### src/hw/run_mode_pkg.sv
package run_mode_pkg;

    // --------------------------------------------------------------
    // timing
    // --------------------------------------------------------------
    localparam int unsigned CLOCK_HZ         = 250_000_000;
    localparam int unsigned STROBE_MIN_MS    = 10;
    // strobe must exceed 10 ms: one cycle beyond the minimum
    localparam int unsigned STROBE_MIN_CYCLES = (CLOCK_HZ / 1000) * STROBE_MIN_MS + 1;

    // --------------------------------------------------------------
    // widths and encodings
    // --------------------------------------------------------------
    localparam int unsigned STEP_W   = 6;
    localparam int unsigned SPEED_W  = 2;
    localparam int unsigned OPCODE_W = 4;

    localparam logic [OPCODE_W-1:0] OP_ORIGIN_MOVE    = 4'h1;
    localparam logic [OPCODE_W-1:0] OP_RELATIVE_MOVE  = 4'h2;
    localparam logic [OPCODE_W-1:0] OP_LINE_INTERP    = 4'h3;
    localparam logic [OPCODE_W-1:0] OP_CIRC_INTERP    = 4'h4;
    localparam logic [OPCODE_W-1:0] OP_FULL_CIRCLE    = 4'h5;
    localparam logic [OPCODE_W-1:0] OP_ARC_INTERP     = 4'h6;

    // request kinds to the pulse engine
    localparam logic [2:0] REQ_NONE    = 3'h0;
    localparam logic [2:0] REQ_INDEX   = 3'h1;
    localparam logic [2:0] REQ_PROGRAM = 3'h2;

    // register map
    localparam logic [3:0] ADDR_STATUS = 4'h0;
    localparam logic [3:0] ADDR_MASK   = 4'h4;
    localparam logic [3:0] ADDR_STATE  = 4'h8;
    localparam int unsigned EV_W       = 4;
    localparam int unsigned EV_INDEX   = 0;
    localparam int unsigned EV_PROGRAM = 1;
    localparam int unsigned EV_ERROR   = 2;
    localparam int unsigned EV_STOP    = 3;
    localparam logic [EV_W-1:0] MASK_RESET = 4'h0;

    typedef enum logic [1:0] {
        MODE_INDEX,
        MODE_JOG,
        MODE_CONT,
        MODE_PROGRAM
    } run_mode_t;

endpackage

### src/hw/pin_sync_if.sv
`timescale 1ns/100ps
interface pin_sync_if #(parameter int unsigned W = 16);
    logic [W-1:0] raw;
    logic [W-1:0] synced;
    modport sync (input raw, output synced);
    modport user (output raw, input synced);
endinterface

### src/hw/pin_synchronizer.sv
`timescale 1ns/100ps
module pin_synchronizer #(
    parameter int unsigned W = 16
) (
    // clock and reset
    input wire logic   clock,
    input wire logic   reset_n,
    // pins
    pin_sync_if.sync   pins
);
    logic [W-1:0] meta_r;
    logic [W-1:0] sync_r;

    // first stage feeds only the second
    always_ff @(posedge clock or negedge reset_n) begin
        if (!reset_n) begin
            meta_r <= '0;
            sync_r <= '0;
        end else begin
            meta_r <= pins.raw;
            sync_r <= meta_r;
        end
    end

    assign pins.synced = sync_r;
endmodule

### src/hw/strobe_qualifier.sv
`timescale 1ns/100ps
module strobe_qualifier #(
    parameter int unsigned MIN_CYCLES = run_mode_pkg::STROBE_MIN_CYCLES
) (
    // clock and reset
    input  wire logic clock,
    input  wire logic reset_n,
    // strobe level, already synchronised
    input  wire logic strobe,
    // one pulse once strobe exceeds the minimum
    output logic      accepted
);
    localparam int unsigned CW = $clog2(MIN_CYCLES + 1);
    localparam logic [CW-1:0] LIMIT = CW'(MIN_CYCLES);

    logic [CW-1:0] count_r;

    // short strobes never reach the limit and are dropped
    always_ff @(posedge clock or negedge reset_n) begin
        if (!reset_n) begin
            count_r  <= '0;
            accepted <= 1'b0;
        end else begin
            accepted <= 1'b0;
            if (!strobe) begin
                count_r <= '0;
            end else if (count_r != LIMIT) begin
                count_r <= count_r + CW'(1);
                if (count_r == LIMIT - CW'(1)) begin
                    accepted <= 1'b1;
                end
            end
        end
    end
endmodule

### src/hw/parallel_run_mode_decoder.sv
// Operation
// - both mode selects off: index mode, strobe runs one stored step
// - low select on, high off: jog; jog variant input picks variant one or two
// - low off, high on: continuous mode, started by one direction activation
// - both mode selects on: program mode, runs program from start step on strobe
// - start step is six select bits binary, bit5 most significant, 0..63
// - strobe held over 10 ms runs the selected step
// - index step must be a move or interpolation command, else error
// - outside jog two, only axes whose select input is active are driven
// - jog pulses only while run input held, stops on release
// - jog one: selected axes all move in shared run direction
// - jog two: four independent x/y forward and reverse inputs
// - two speed bits pick one of four speeds, changeable mid-drive
// - continuous drive runs until stop or limit in travel direction
`timescale 1ns/100ps
module parallel_run_mode_decoder #(
    parameter int unsigned STROBE_CYCLES = run_mode_pkg::STROBE_MIN_CYCLES
) (
    // clock and reset
    input  wire logic                                   clock,
    input  wire logic                                   reset_n,
    // parallel port pins (level, asynchronous)
    input  wire logic                                   mode_select_low,
    input  wire logic                                   mode_select_high,
    input  wire logic                                   jog_variant,
    input  wire logic                                   strobe_pin,
    input  wire logic                                   axis_x_pin,
    input  wire logic                                   axis_y_pin,
    input  wire logic [run_mode_pkg::STEP_W-1:0]        step_select_pins,
    input  wire logic                                   stop_pin,
    input  wire logic                                   limit_fwd_x,
    input  wire logic                                   limit_rev_x,
    input  wire logic                                   limit_fwd_y,
    input  wire logic                                   limit_rev_y,
    // stored program opcode lookup (same clock)
    output logic [run_mode_pkg::STEP_W-1:0]             opcode_step,
    input  wire logic [run_mode_pkg::OPCODE_W-1:0]      opcode_data,
    // requests to the pulse engine
    output logic [2:0]                                  step_req,
    output logic [run_mode_pkg::STEP_W-1:0]             step_num,
    output logic [1:0]                                  step_axes,
    output logic                                        x_fwd,
    output logic                                        x_rev,
    output logic                                        y_fwd,
    output logic                                        y_rev,
    output logic [run_mode_pkg::SPEED_W-1:0]            speed_sel,
    output logic [1:0]                                  run_mode,
    // register port
    input  wire logic [3:0]                             reg_addr,
    input  wire logic [31:0]                            reg_wdata,
    input  wire logic                                   reg_write,
    input  wire logic                                   reg_read,
    output logic [31:0]                                 reg_rdata,
    output logic                                        irq
);
    localparam int unsigned NPIN = 17;

    // ----------------------------------------------------------------
    // pin synchronisation
    // ----------------------------------------------------------------
    pin_sync_if #(.W(NPIN)) pins ();
    assign pins.raw = {mode_select_low, mode_select_high, jog_variant, strobe_pin,
                       axis_x_pin, axis_y_pin, step_select_pins, stop_pin,
                       limit_fwd_x, limit_rev_x, limit_fwd_y, limit_rev_y};

    pin_synchronizer #(.W(NPIN)) u_sync (
        .clock   (clock),
        .reset_n (reset_n),
        .pins    (pins)
    );

    logic       m_low, m_high, jog2, strobe_s, ax_x, ax_y, stop_s;
    logic       lfx, lrx, lfy, lry;
    logic [5:0] step_s;
    assign {m_low, m_high, jog2, strobe_s, ax_x, ax_y, step_s, stop_s,
            lfx, lrx, lfy, lry} = pins.synced;

    // shared pins: step bits double as run and speed inputs
    logic run_f, run_r;
    logic [1:0] speed_s;
    assign run_f   = step_s[0];
    assign run_r   = step_s[1];
    assign speed_s = step_s[3:2];

    // ----------------------------------------------------------------
    // mode decode
    // ----------------------------------------------------------------
    run_mode_pkg::run_mode_t mode;
    always_comb begin
        case ({m_high, m_low})
            2'b00:   mode = run_mode_pkg::MODE_INDEX;
            2'b01:   mode = run_mode_pkg::MODE_JOG;
            2'b10:   mode = run_mode_pkg::MODE_CONT;
            2'b11:   mode = run_mode_pkg::MODE_PROGRAM;
            default: mode = run_mode_pkg::MODE_INDEX;
        endcase
    end

    function automatic logic valid_index_op(input logic [run_mode_pkg::OPCODE_W-1:0] op);
        valid_index_op = (op == run_mode_pkg::OP_ORIGIN_MOVE)   ||
                         (op == run_mode_pkg::OP_RELATIVE_MOVE) ||
                         (op == run_mode_pkg::OP_LINE_INTERP)   ||
                         (op == run_mode_pkg::OP_CIRC_INTERP)   ||
                         (op == run_mode_pkg::OP_FULL_CIRCLE)   ||
                         (op == run_mode_pkg::OP_ARC_INTERP);
    endfunction

    // ----------------------------------------------------------------
    // strobe qualification
    // ----------------------------------------------------------------
    logic accepted;
    strobe_qualifier #(.MIN_CYCLES(STROBE_CYCLES)) u_strobe (
        .clock    (clock),
        .reset_n  (reset_n),
        .strobe   (strobe_s),
        .accepted (accepted)
    );

    // ----------------------------------------------------------------
    // step launch: sample, look up opcode, then issue or flag error
    // ----------------------------------------------------------------
    logic       pending_r;
    logic       pend_index_r;
    logic [1:0] pend_axes_r;
    logic       ev_index, ev_program, ev_error, ev_stop;

    always_ff @(posedge clock or negedge reset_n) begin
        if (!reset_n) begin
            pending_r    <= 1'b0;
            pend_index_r <= 1'b0;
            pend_axes_r  <= 2'b00;
            opcode_step  <= '0;
        end else begin
            pending_r <= 1'b0;
            if (accepted && (mode == run_mode_pkg::MODE_INDEX || mode == run_mode_pkg::MODE_PROGRAM)) begin
                opcode_step  <= step_s;
                pend_axes_r  <= {ax_y, ax_x};
                pend_index_r <= (mode == run_mode_pkg::MODE_INDEX);
                pending_r    <= 1'b1;
            end
        end
    end

    always_ff @(posedge clock or negedge reset_n) begin
        if (!reset_n) begin
            step_req  <= run_mode_pkg::REQ_NONE;
            step_num  <= '0;
            step_axes <= 2'b00;
        end else begin
            step_req <= run_mode_pkg::REQ_NONE;
            if (pending_r) begin
                step_num  <= opcode_step;
                step_axes <= pend_axes_r;
                if (!pend_index_r) begin
                    step_req <= run_mode_pkg::REQ_PROGRAM;
                end else if (valid_index_op(opcode_data)) begin
                    step_req <= run_mode_pkg::REQ_INDEX;
                end
            end
        end
    end

    assign ev_index   = pending_r && pend_index_r && valid_index_op(opcode_data);
    assign ev_error   = pending_r && pend_index_r && !valid_index_op(opcode_data);
    assign ev_program = pending_r && !pend_index_r;

    // ----------------------------------------------------------------
    // continuous drive latch
    // ----------------------------------------------------------------
    logic cont_on_r, cont_dir_r;
    logic [1:0] cont_axes_r;
    logic run_f_d_r, run_r_d_r;
    logic cont_limit;
    assign cont_limit = cont_dir_r ? ((cont_axes_r[0] && lrx) || (cont_axes_r[1] && lry))
                                   : ((cont_axes_r[0] && lfx) || (cont_axes_r[1] && lfy));
    assign ev_stop = cont_on_r && (stop_s || cont_limit || mode != run_mode_pkg::MODE_CONT);

    always_ff @(posedge clock or negedge reset_n) begin
        if (!reset_n) begin
            run_f_d_r   <= 1'b0;
            run_r_d_r   <= 1'b0;
            cont_on_r   <= 1'b0;
            cont_dir_r  <= 1'b0;
            cont_axes_r <= 2'b00;
        end else begin
            run_f_d_r <= run_f;
            run_r_d_r <= run_r;
            if (ev_stop) begin
                cont_on_r <= 1'b0;
            end else if (!cont_on_r && mode == run_mode_pkg::MODE_CONT && !stop_s
                         && ((run_f && !run_f_d_r) || (run_r && !run_r_d_r))) begin
                cont_on_r   <= 1'b1;
                cont_dir_r  <= !(run_f && !run_f_d_r);
                cont_axes_r <= {ax_y, ax_x};
            end
        end
    end

    // ----------------------------------------------------------------
    // direction outputs and speed
    // ----------------------------------------------------------------
    logic xf_nxt, xr_nxt, yf_nxt, yr_nxt;
    always_comb begin
        xf_nxt = 1'b0;
        xr_nxt = 1'b0;
        yf_nxt = 1'b0;
        yr_nxt = 1'b0;
        case (mode)
            run_mode_pkg::MODE_JOG: begin
                if (jog2) begin
                    xf_nxt = run_f && !run_r;
                    xr_nxt = run_r && !run_f;
                    yf_nxt = ax_x && !ax_y;
                    yr_nxt = ax_y && !ax_x;
                end else if (run_f != run_r) begin
                    xf_nxt = ax_x && run_f;
                    xr_nxt = ax_x && run_r;
                    yf_nxt = ax_y && run_f;
                    yr_nxt = ax_y && run_r;
                end
            end
            run_mode_pkg::MODE_CONT: begin
                if (cont_on_r && !ev_stop) begin
                    xf_nxt = cont_axes_r[0] && !cont_dir_r;
                    xr_nxt = cont_axes_r[0] && cont_dir_r;
                    yf_nxt = cont_axes_r[1] && !cont_dir_r;
                    yr_nxt = cont_axes_r[1] && cont_dir_r;
                end
            end
            default: begin
            end
        endcase
    end

    always_ff @(posedge clock or negedge reset_n) begin
        if (!reset_n) begin
            x_fwd     <= 1'b0;
            x_rev     <= 1'b0;
            y_fwd     <= 1'b0;
            y_rev     <= 1'b0;
            speed_sel <= '0;
            run_mode  <= 2'b00;
        end else begin
            x_fwd     <= xf_nxt;
            x_rev     <= xr_nxt;
            y_fwd     <= yf_nxt;
            y_rev     <= yr_nxt;
            speed_sel <= speed_s;
            run_mode  <= mode;
        end
    end

    // ----------------------------------------------------------------
    // status, mask, interrupt
    // ----------------------------------------------------------------
    logic [run_mode_pkg::EV_W-1:0] status_r, mask_r, events, clr;
    assign events = {ev_stop, ev_error, ev_program, ev_index};
    assign clr    = (reg_write && reg_addr == run_mode_pkg::ADDR_STATUS)
                    ? reg_wdata[run_mode_pkg::EV_W-1:0] : '0;

    // set wins over a clear in the same cycle
    always_ff @(posedge clock or negedge reset_n) begin
        if (!reset_n) begin
            status_r <= '0;
            mask_r   <= run_mode_pkg::MASK_RESET;
            irq      <= 1'b0;
        end else begin
            status_r <= (status_r & ~clr) | events;
            if (reg_write && reg_addr == run_mode_pkg::ADDR_MASK) begin
                mask_r <= reg_wdata[run_mode_pkg::EV_W-1:0];
            end
            irq <= |(((status_r & ~clr) | events) & mask_r);
        end
    end

    always_ff @(posedge clock or negedge reset_n) begin
        if (!reset_n) begin
            reg_rdata <= 32'h0000_0000;
        end else begin
            reg_rdata <= 32'h0000_0000;
            if (reg_read) begin
                case (reg_addr)
                    run_mode_pkg::ADDR_STATUS: reg_rdata <= {28'h000_0000, status_r};
                    run_mode_pkg::ADDR_MASK:   reg_rdata <= {28'h000_0000, mask_r};
                    run_mode_pkg::ADDR_STATE:  reg_rdata <= {25'h000_0000, cont_on_r, cont_dir_r,
                                                             x_fwd, x_rev, y_fwd, y_rev, pending_r};
                    default:                   reg_rdata <= 32'h0000_0000;
                endcase
            end
        end
    end
endmodule

### config.mk
export PLATFORM = sky130hd
export DESIGN_NAME = parallel_run_mode_decoder
export DESIGN_NICKNAME = d
export VERILOG_FILES = /design/src/hw/run_mode_pkg.sv /design/src/hw/pin_sync_if.sv /design/src/hw/pin_synchronizer.sv /design/src/hw/strobe_qualifier.sv /design/src/hw/parallel_run_mode_decoder.sv
export SDC_FILE = /design/constraint.sdc
export NUM_CORES = 1
export LEC_CHECK = 0
export ABC_AREA = 1
export ABC_CLOCK_PERIOD_IN_PS = 4330
export BUFFER_PORTS_ARGS = -buffer_cell sky130_fd_sc_hd__buf_4
export CORE_MARGIN = 5
export CORE_UTILIZATION = 55
export CTS_CLUSTER_DIAMETER = 40
export CTS_CLUSTER_SIZE = 25
export DETAILED_ROUTE_END_ITERATION = 16
export PLACE_DENSITY = 0.94
export SYNTH_ARGS = -nofsm -noshare
export SYNTH_HDL_FRONTEND = slang
export SYNTH_SLANG_ARGS = --single-unit
### constraint.sdc
create_clock -name clock -period 4.33 [get_ports clock]
set_clock_uncertainty 0.1 [all_clocks]
set_input_delay 0.2165 -clock clock [delete_from_list [all_inputs] [get_ports clock]]
set_output_delay 0.2165 -clock clock [all_outputs]
set_load 0.03 [all_outputs]
# == Word-level counts from Yosys, hierarchy flattened ==
# Index checks and enable logic that the tools add are counted.
# word_totals
output_inout_bits,58
inputBits,61
ff_bits,133
wordCells,143
# op_classes
eq_ne,19
n_reduce_logical,60
muxes,32
bitwise,5
addsub,1
# ops
op,n
$mux W22,2
$logic_and A1 B1 Y1,30
$add A22 B1 Y22 const B,1
$eq A22 B22 Y1 const B,1
$ne A22 B22 Y1 const B,1
$pmux W7 S3,1
$mux W1,20
$eq A4 B3 Y1 const B,4
$logic_not A1 Y1,13
$logic_or A1 B1 Y1,11
$and A4 B4 Y4,2
$eq A2 B2 Y1 const B,4
$eq A4 B2 Y1 const B,2
$pmux W1 S2,4
$pmux W2 S4,1
$mux W7,1
$eq A2 B1 Y1 const B,2
$eq A4 B1 Y1 const B,1
$eq A4 B4 Y1 const B,1
$logic_not A2 Y1,2
$logic_not A4 Y1,1
$mux W2,2
$mux W4,1
$not A4 Y4,1
other kinds (8),8

# == Longest topological paths before layout ==
# Gate-level depths: netlist of run 1.
# logic_depth
word_depth,11
ltp_mapped,9
ltp_nobuf,9

# == Hierarchy ==
# A second synthesis of run 1 with hierarchy kept.
# hier_totals
cells_unflattened,499
area_unflattened_um2,4652.0
# modules_own_cells
mod,seq_area_each_um2,cells_per_inst,area_per_inst_um2,instances
parallel_run_mode_decoder,1251.2,262,2368.5,1
strobe_qualifier,575.6,203,1432.6,1
pin_synchronizer,850.8,34,850.8,1

# == Least setup slack after synthesis of run 1 ==
# No wires, ideal clock.
# synth_path
path_kind,register to register
startpoint,"register u_sync.sync_r[15], in the netlist u_sync.pins.synced[15]"
endpoint,register opcode_step[1] (netlist bit)
arrival_time_ns,1.242
path_stages_with_launch,8
setup_ns,0.132
setup_slack_ns,2.855
period_less_slack_ns,1.475
n_path_buf,1
required_time_ns,4.098
path_cell_list,dfrtp_1 -> inv_1 -> ha_1 -> inv_1 -> nand2_1 -> clkbuf_1 -> nand2_1 -> o21ai_0
# synth_via
elab_chain_len,5
elab_cells_between_ends,9
classes_between,4 x eq/ne; 1 x mux; 4 x reduce/logical
# synth_rtl
element,line,rtl
"start, declared",pin_synchronizer.sv:12,logic [W-1:0] sync_r;
"start signal, assigned",pin_synchronizer.sv:21,sync_r <= meta_r;
$eq A2 B2 Y1 (tied with other cells),parallel_run_mode_decoder.sv:90,"case ({m_high, m_low})"
$pmux W2 S4 *,parallel_run_mode_decoder.sv:90,
$eq A2 B2 Y1 / $logic_not A2 Y1 (equally long branches),parallel_run_mode_decoder.sv:135,if (accepted && (mode == run_mode_pkg::MODE_INDEX || mode == run_mode_pkg::MODE_PROGRAM)) begin
$logic_or A1 B1 Y1 *,parallel_run_mode_decoder.sv:135,
$logic_and A1 B1 Y1 *,parallel_run_mode_decoder.sv:135,
"end signal, assigned",parallel_run_mode_decoder.sv:136,opcode_step <= step_s;
"end, declared",parallel_run_mode_decoder.sv:36,"output logic [run_mode_pkg::STEP_W-1:0] opcode_step,"
# Mark *: on every way between the ends. The rest lies on a longest branch, timed or not.
# A chain may end at the register's enable or synchronous reset.

# == Worst setup path after layout of run 1 ==
# layout_path
startpoint,"register u_sync.sync_r[15], in the netlist u_sync.pins.synced[15]"
endpoint,register opcode_step[4] (netlist bit)
# The elaborated chain is that of the path after synthesis.

==> impl_metrics.tcl, run 1 <==
set metrics [dict create \
    outcome "finished, final reports clean" \
    num_vias 3439 \
    routedWlPerCell_um 13.5 \
    top_usage_layer "met2" \
    yosysMostFrequentCell "sky130_fd_sc_hd__nand2_1" \
    die_width_um 101 \
    drt_drc_violations_left 0 \
    hold_viol_final 0 \
    syn-mean-instance-area_um2 9.43 \
    internal_power_contribution_mw 1.40 \
    powerDensity_mw_per_mm2 348 \
    finish.net_count 648 \
    timing.fmax_mhz 569 \
    grt_pass1_vias 3406 \
    worst_slew_margin_rel_pct 49.5 \
    floorplan.initialDensity_pct 55.9 \
    global_route.usage.met3_pct 3.53 \
    synthDominantAreaCellType "sky130_fd_sc_hd__dfrtp_1" \
    setup_violations 0 \
    worstPathMaxFanout 14 \
    fin_util_pct 67.5 \
    seq_power_share_pct 56.5 \
    cts_tree "yes" \
    setup.worst_path.start_class "flip-flop" \
    routed_wirelength_um 9260 \
    grt_setup_unrepaired "false" \
    worstPathRequired_ps 4540 \
    worstHoldEndpoint "step_req[0]" \
    largest_net_degree_at_the_start_of_global_routing 66 \
    min_from "opcode_data[3]" \
    criticalPathCategory "flip-flop to flip-flop" \
    drive_gt1_share_pct 17.5 \
    cts-root-buf "sky130_fd_sc_hd__clkbuf_8" \
    viasPerCell 5.01 \
    seq_area_mm2 0.00268 \
    die_area_mm2 0.0102 \
    post_synth_inst_count 482 \
    cts_inserted_buffers 9 \
    route.antenna.remaining_nets 0 \
    globalRouteMet1Util_pct 21.7 \
    global_route_wire_length_before_repair_um 15100 \
    sw_frac_of_total_pct 26.8 \
    global_route_total_overflow 0 \
    max_cap_viol_count 0 \
    final-max-slew-violation-count 0 \
    synthDistinctLibCells 33 \
    number_of_storage_elements_in_the_synthesis_netlist 107 \
    period_minus_slack_ps 1760 \
    placeableCoreArea_mm2 0.00813 \
    floorplan.die.height_um 101 \
    irDropWorstVdd_mv 0.227 \
    top_level_ports 119 \
    r2r_end "opcode_step[4]" \
    synth_ff_type "sky130_fd_sc_hd__dfrtp_1" \
    worst_slack_ps 2570 \
    drt_iter0_markers 152 \
    htree_levels 3 \
    combinationalPowerShare_pct 9.9 \
    synth_enable_flop_cells 0 \
    area_growth_syn_to_layout_pct 20.7 \
    dp_hpwl_um 6550 \
    synthesis.yosys.warnings 0 \
    dr.pass1.iters 5 \
    crit-reg2reg-launch "u_sync.pins.synced[15]" \
    cts-resized-gates 0 \
    worst-slew-pin-transition_ps 757 \
    yosys-top-cells-area "sky130_fd_sc_hd__dfrtp_1 59%, sky130_fd_sc_hd__nand2_1 10%, sky130_fd_sc_hd__inv_1 4.5%" \
    num_antenna_cells 0 \
    clock_power_share_pct 33.6 \
    antenna_found_initial 0 \
    layout_worst_path_cycle_share_pct 40.6 \
    asyncSetResetFlopFracSynth_pct 100 \
    cts-root-to-sink-buffers 2 \
    post-place-cells 648 \
    clk_latency_ps 370 \
    fill_cells 561 \
    track_usage_pct 18.7 \
    hold_path_depth 4 \
    stdcell_count 687 \
    syn_area_mm2 0.00455 \
    synthTopCellsByCount "127 x sky130_fd_sc_hd__nand2_1, 107 x sky130_fd_sc_hd__dfrtp_1, 54 x sky130_fd_sc_hd__inv_1" \
    io_buffer_count 64 \
    finalSetupTns_ps 0 \
    holdWs_ps 60.9 \
    worst_reg_to_reg_setup_slack_ps 2570 \
    row_count 33 \
    netSwitchingPower_mw 0.511 \
    gp_routability_congestion 0.913 \
    timing.reg2reg.worst_path_depth 7 \
    hp-class "input pin to flip-flop" \
    postCtsSetupRepairBufs 0 \
    ys_seq_area_share_pct 58.9 \
    clock_sink_count 107 \
    critPathCaptureType "flip-flop" \
    p_leak_nw 2.77 \
    synth.top_cell.area_share_pct 58.9 \
    dp_worst_setup_slack_ps 2590 \
    timing.critical_path.arrival_ps 1970 \
    met2_track_usage_gr_pct 33.5 \
    multi_input_area_mm2 0.00153 \
    clk_pin_slew_worst_paths_ps 100 \
]
[cell usage in the layout (no fill, tap or decap), types with 2 or more instances in the layout]
cell type and instances:
sky130_fd_sc_hd__dlygate4sd3_1 23, sky130_fd_sc_hd__o21a_1 2, sky130_fd_sc_hd__nor2_2 2, sky130_fd_sc_hd__mux2_2 4, sky130_fd_sc_hd__o211ai_1 2, sky130_fd_sc_hd__nor2_4 2
sky130_fd_sc_hd__ha_1 10, sky130_fd_sc_hd__nand4_1 12, sky130_fd_sc_hd__or2_2 3, sky130_fd_sc_hd__inv_6 3, sky130_fd_sc_hd__nor3_1 3, sky130_fd_sc_hd__a21oi_1 14
sky130_fd_sc_hd__buf_4 65, sky130_fd_sc_hd__clkinv_1 2, sky130_fd_sc_hd__inv_1 54, sky130_fd_sc_hd__nor3_2 3, sky130_fd_sc_hd__nand3_2 4, sky130_fd_sc_hd__nand2_1 127
sky130_fd_sc_hd__nor2_1 41, sky130_fd_sc_hd__nand3_1 28, sky130_fd_sc_hd__xnor2_1 2, sky130_fd_sc_hd__dfrtp_1 107, sky130_fd_sc_hd__conb_1 26, sky130_fd_sc_hd__nand2_2 2
sky130_fd_sc_hd__o21ai_0 21, sky130_fd_sc_hd__clkbuf_8 9
[cell type report]
| type | count | share of cell area, % |
|---|---|---|
| Sequential cell | 107 | 48.8 |
| Multi-Input combinational cell | 314 | 27.9 |
| Tap cell | 105 | 2.39 |
| Timing Repair Buffer | 88 | 13.1 |
| Clock inverter | 7 | 1.66 |
| Clock buffer | 9 | 2.26 |
| Inverter | 57 | 3.90 |
[per-stage QoR]
step | power [mW] | area, µm²
CTS | 1.91 | 5490
global route | 1.98 | 5490
detailed placement | 1.27 | 5040
floorplan | 1.21 | 4640
global placement | 1.26 | 5040
finish | 1.91 | 5490
[kinds of logic after synthesis]
logic type,Yosys count,share of synthesized area [%]
compound gates,43,5.15
simple gates,229,22.2
fa+ha+maj,10,2.75
buf+inv,86,9.50
other cells,1,0.0825
mux,4,0.991
xor+xnor,2,0.385
flops,107,58.9
[routing by layer]
metal  wire [µm]  vias up
li1            -     1664
met1        3540     1613
met2        4860      143
met3         695       19
met4         168        0
met5           0        -
[sequential cells by signal, summed over array words and instances, names as in the netlist, 2 cells and up]
name and flops:
status_r 4, pend_axes_r 2, mask_r 4, reg_rdata 7, run_mode 2, step_axes 2, step_num 6, cont_axes_r 2
u_sync.meta_r 17, u_strobe.count_r 22, step_req 2, u_sync.pins.synced 17, opcode_step 6, speed_sel 2
[worst max-delay path by stage]
| stage | slack, ps | to | cells after the start | from |
|---|---|---|---|---|
| final | 2570 | opcode_step[4] | 7 | u_sync.pins.synced[15] |
| after global routing | 2430 | pend_index_r | 7 | u_sync.pins.synced[15] |
| after CTS | 2560 | opcode_step[4] | 7 | u_sync.pins.synced[15] |
| after detailed placement | 2590 | opcode_step[4] | 7 | u_sync.pins.synced[15] |
| after global placement | 2670 | opcode_step[3] | 7 | u_sync.pins.synced[15] |
| after floorplan | 2860 | opcode_step[1] | 7 | u_sync.pins.synced[15] |
[worst max-delay path, stage by stage (launching register included)]
cell and delay [ps]:
sky130_fd_sc_hd__dfrtp_1 410, sky130_fd_sc_hd__inv_1 80, sky130_fd_sc_hd__ha_1 300, sky130_fd_sc_hd__inv_1 150
sky130_fd_sc_hd__nand2_1 280, sky130_fd_sc_hd__inv_1 240, sky130_fd_sc_hd__nand2_1 80, sky130_fd_sc_hd__nand2_1 60
[timing repair]
action                                 4_1_cts  5_1_grt
setup endpoints to repair                    0        0
endpoints found under the hold margin       89        0
hold buffers                                23        0
[power by group through the flow]
stage	clock network [mW]	registers (mW)	logic, mW
after floorplan	0	1.10	0.105
after global placement	0	1.09	0.164
after detailed placement	0	1.10	0.172
after CTS	0.650	1.08	0.189
after global routing	0.689	1.08	0.210
final	0.641	1.08	0.189
Note: power is estimated with default switching activity, not from simulation.
==> run 2, diff against run 1 <==
Settings changed: ABC_CLOCK_PERIOD_IN_PS 4330 to 1840, CORE_UTILIZATION 55 to 53, PLACE_DENSITY 0.94 to 0.91.
Clock period 4.33 ns to 1.84 ns, I/O delays scaled along.
==> impl_metrics.tcl, run 2 (synthesis gave the netlist of run 1 again) <==
set metrics [dict create \
    outcome "finished, final reports clean" \
    fill_cells 630 \
    global_route_total_overflow 0 \
    area_growth_syn_to_layout_pct 23.3 \
    hold_viol_final 0 \
    crit-reg2reg-launch "u_strobe.count_r[0]" \
    slowest_delay_ps 570 \
    layout_common_cells "127 x sky130_fd_sc_hd__nand2_1, 107 x sky130_fd_sc_hd__dfrtp_1, 69 x sky130_fd_sc_hd__buf_4" \
    num_vias 3467 \
    dr.pass1.iters 7 \
    worstPathRequired_ps 1990 \
    htree_levels 3 \
    min_from "reg_addr[2]" \
    postCtsSetupRepairBufs 0 \
    criticalPathCategory "input pin to flip-flop" \
    drive_gt1_share_pct 18.2 \
    track_usage_pct 19.3 \
    powerDensity_mw_per_mm2 798 \
    clock_sink_count 107 \
    irDropWorstVdd_mv 0.507 \
    worst_slew_margin_rel_pct 65.1 \
    path_delay_family "buffers and inverters" \
    cp_common_cell "sky130_fd_sc_hd__nand2_1" \
    critical_path.slowest_cell "sky130_fd_sc_hd__dlygate4sd3_1" \
    max_cap_viol_count 0 \
    grt_setup_unrepaired "false" \
    cts_tree "yes" \
    grt_pass1_vias 3510 \
    num_antenna_cells 0 \
    die_width_um 103 \
    final-max-slew-violation-count 0 \
    final_common_cell "sky130_fd_sc_hd__nand2_1" \
    top_level_ports 119 \
    timing.critical_path.buf_inv 3 \
    cts-root-buf "sky130_fd_sc_hd__clkbuf_8" \
    worst_reg_to_reg_setup_slack_ps 150 \
    timing.fmax_mhz 575 \
    floorplan.initialDensity_pct 54.8 \
    timing.reg2reg.worst_path_depth 6 \
    global_route_wire_length_before_repair_um 15900 \
    routed_wirelength_um 9520 \
    worstHoldEndpoint "status_r[2]" \
    die_area_mm2 0.0105 \
    drt_drc_violations_left 0 \
    floorplan.die.height_um 103 \
    clk_latency_ps 370 \
    largest_net_degree_at_the_start_of_global_routing 108 \
    timing.critical_path.arrival_ps 1890 \
    layout_worst_path_cycle_share_pct 94.5 \
    hold_path_depth 5 \
    drt_iter0_markers 185 \
    worstPathMaxFanout 4 \
    viasPerCell 4.96 \
    flip_flop_count_of_the_largest_register_after_layout 22 \
    antenna_found_initial 0 \
    worst-slew-pin-transition_ps 524 \
    cts-root-to-sink-buffers 2 \
    registers.top_by_ff_count "u_strobe.count_r" \
    setup_violations 0 \
    hp-class "input pin to flip-flop" \
    io_buffer_count 64 \
    setup.worst_path.start_class "input pin" \
    r2r_end "u_strobe.count_r[12]" \
    critPathCaptureType "flip-flop" \
    cts_inserted_buffers 9 \
    clk_pin_slew_worst_paths_ps 100 \
    p_leak_nw 2.83 \
    period_minus_slack_ps 1740 \
    worstPathCellList "dlygate4sd3_1, buf_4, nor2_2, nand4_1, dlygate4sd3_1, nand2_1, nand2_1, nand2_1, nand4_1" \
    row_count 33 \
    route.antenna.remaining_nets 0 \
    gp_routability_congestion 0.939 \
    fin_util_pct 67.6 \
    dp_hpwl_um 6630 \
    finish.net_count 660 \
    routedWlPerCell_um 13.6 \
    finalSetupTns_ps 0 \
    placeableCoreArea_mm2 0.00830 \
]
-- run 2: area by class of cell --
| cell class | instances | area (µm²) | share of cell area [%] |
|---|---|---|---|
| Timing Repair Buffer | 100 | 838 | 15.0 |
| Clock inverter | 6 | 70.1 | 1.25 |
| Multi-Input combinational cell | 314 | 1540 | 27.4 |
| Inverter | 57 | 214 | 3.82 |
| Sequential cell | 107 | 2680 | 47.8 |
| Clock buffer | 10 | 138 | 2.45 |
| Tap cell | 105 | 131 | 2.34 |
-- run 2: power by group --
group / switching, mW / internal [mW]
registers: 0.0785 / 2.46
clock network: 0.792 / 0.681
logic: 0.290 / 0.177
total: 1.16 / 3.32
-- run 2: metrics by stage --
stage	hold WS [ps]	instance area, µm²	worst slack [ps]	power (mW)	cells
4_1_cts	9.21	5600	94.3	4.51	699
3_3_place_gp	97.9	5090	262	2.97	653
5_1_grt	29.3	5610	15.4	4.69	699
2_1_floorplan	-304	4640	365	2.84	507
6_report	5.04	5610	101	4.48	699
3_5_place_dp	102	5090	165	2.99	653
-- run 2: routing by layer --
| layer | wire length, µm | vias to the layer above | track usage, % |
|---|---|---|---|
| li1 | - | 1686 | - |
| met1 | 3720 | 1655 | 22.6 |
| met2 | 5010 | 111 | 35.4 |
| met3 | 651 | 15 | 3.99 |
| met4 | 131 | 0 | 5.95 |
| met5 | 0 | - | 0 |
-- run 2: how the worst max path moves through the flow --
stage                                       from              endpoint  cells past startpoint  slack (ps)
after floorplan           u_sync.pins.synced[15]        opcode_step[1]                      7         370
after global placement       u_strobe.count_r[0]  u_strobe.count_r[16]                      6         260
after detailed placement     u_strobe.count_r[0]  u_strobe.count_r[12]                      6         160
after CTS                            reg_addr[3]                   irq                      9          90
after global routing         u_strobe.count_r[0]  u_strobe.count_r[12]                      6          20
final                                reg_addr[3]                   irq                      9         100
-- run 2: timing repair --
item,in CTS,in global routing
setup endpoints to repair,0,1
endpoints found under the hold margin,140,0
hold buffers,30,0
gates resized for setup,0,2
-- run 2: tightest hold or removal path, delay by kind of cell --
family,cells,cell delay [ps]
simple gates,4,250
buf+inv,1,100
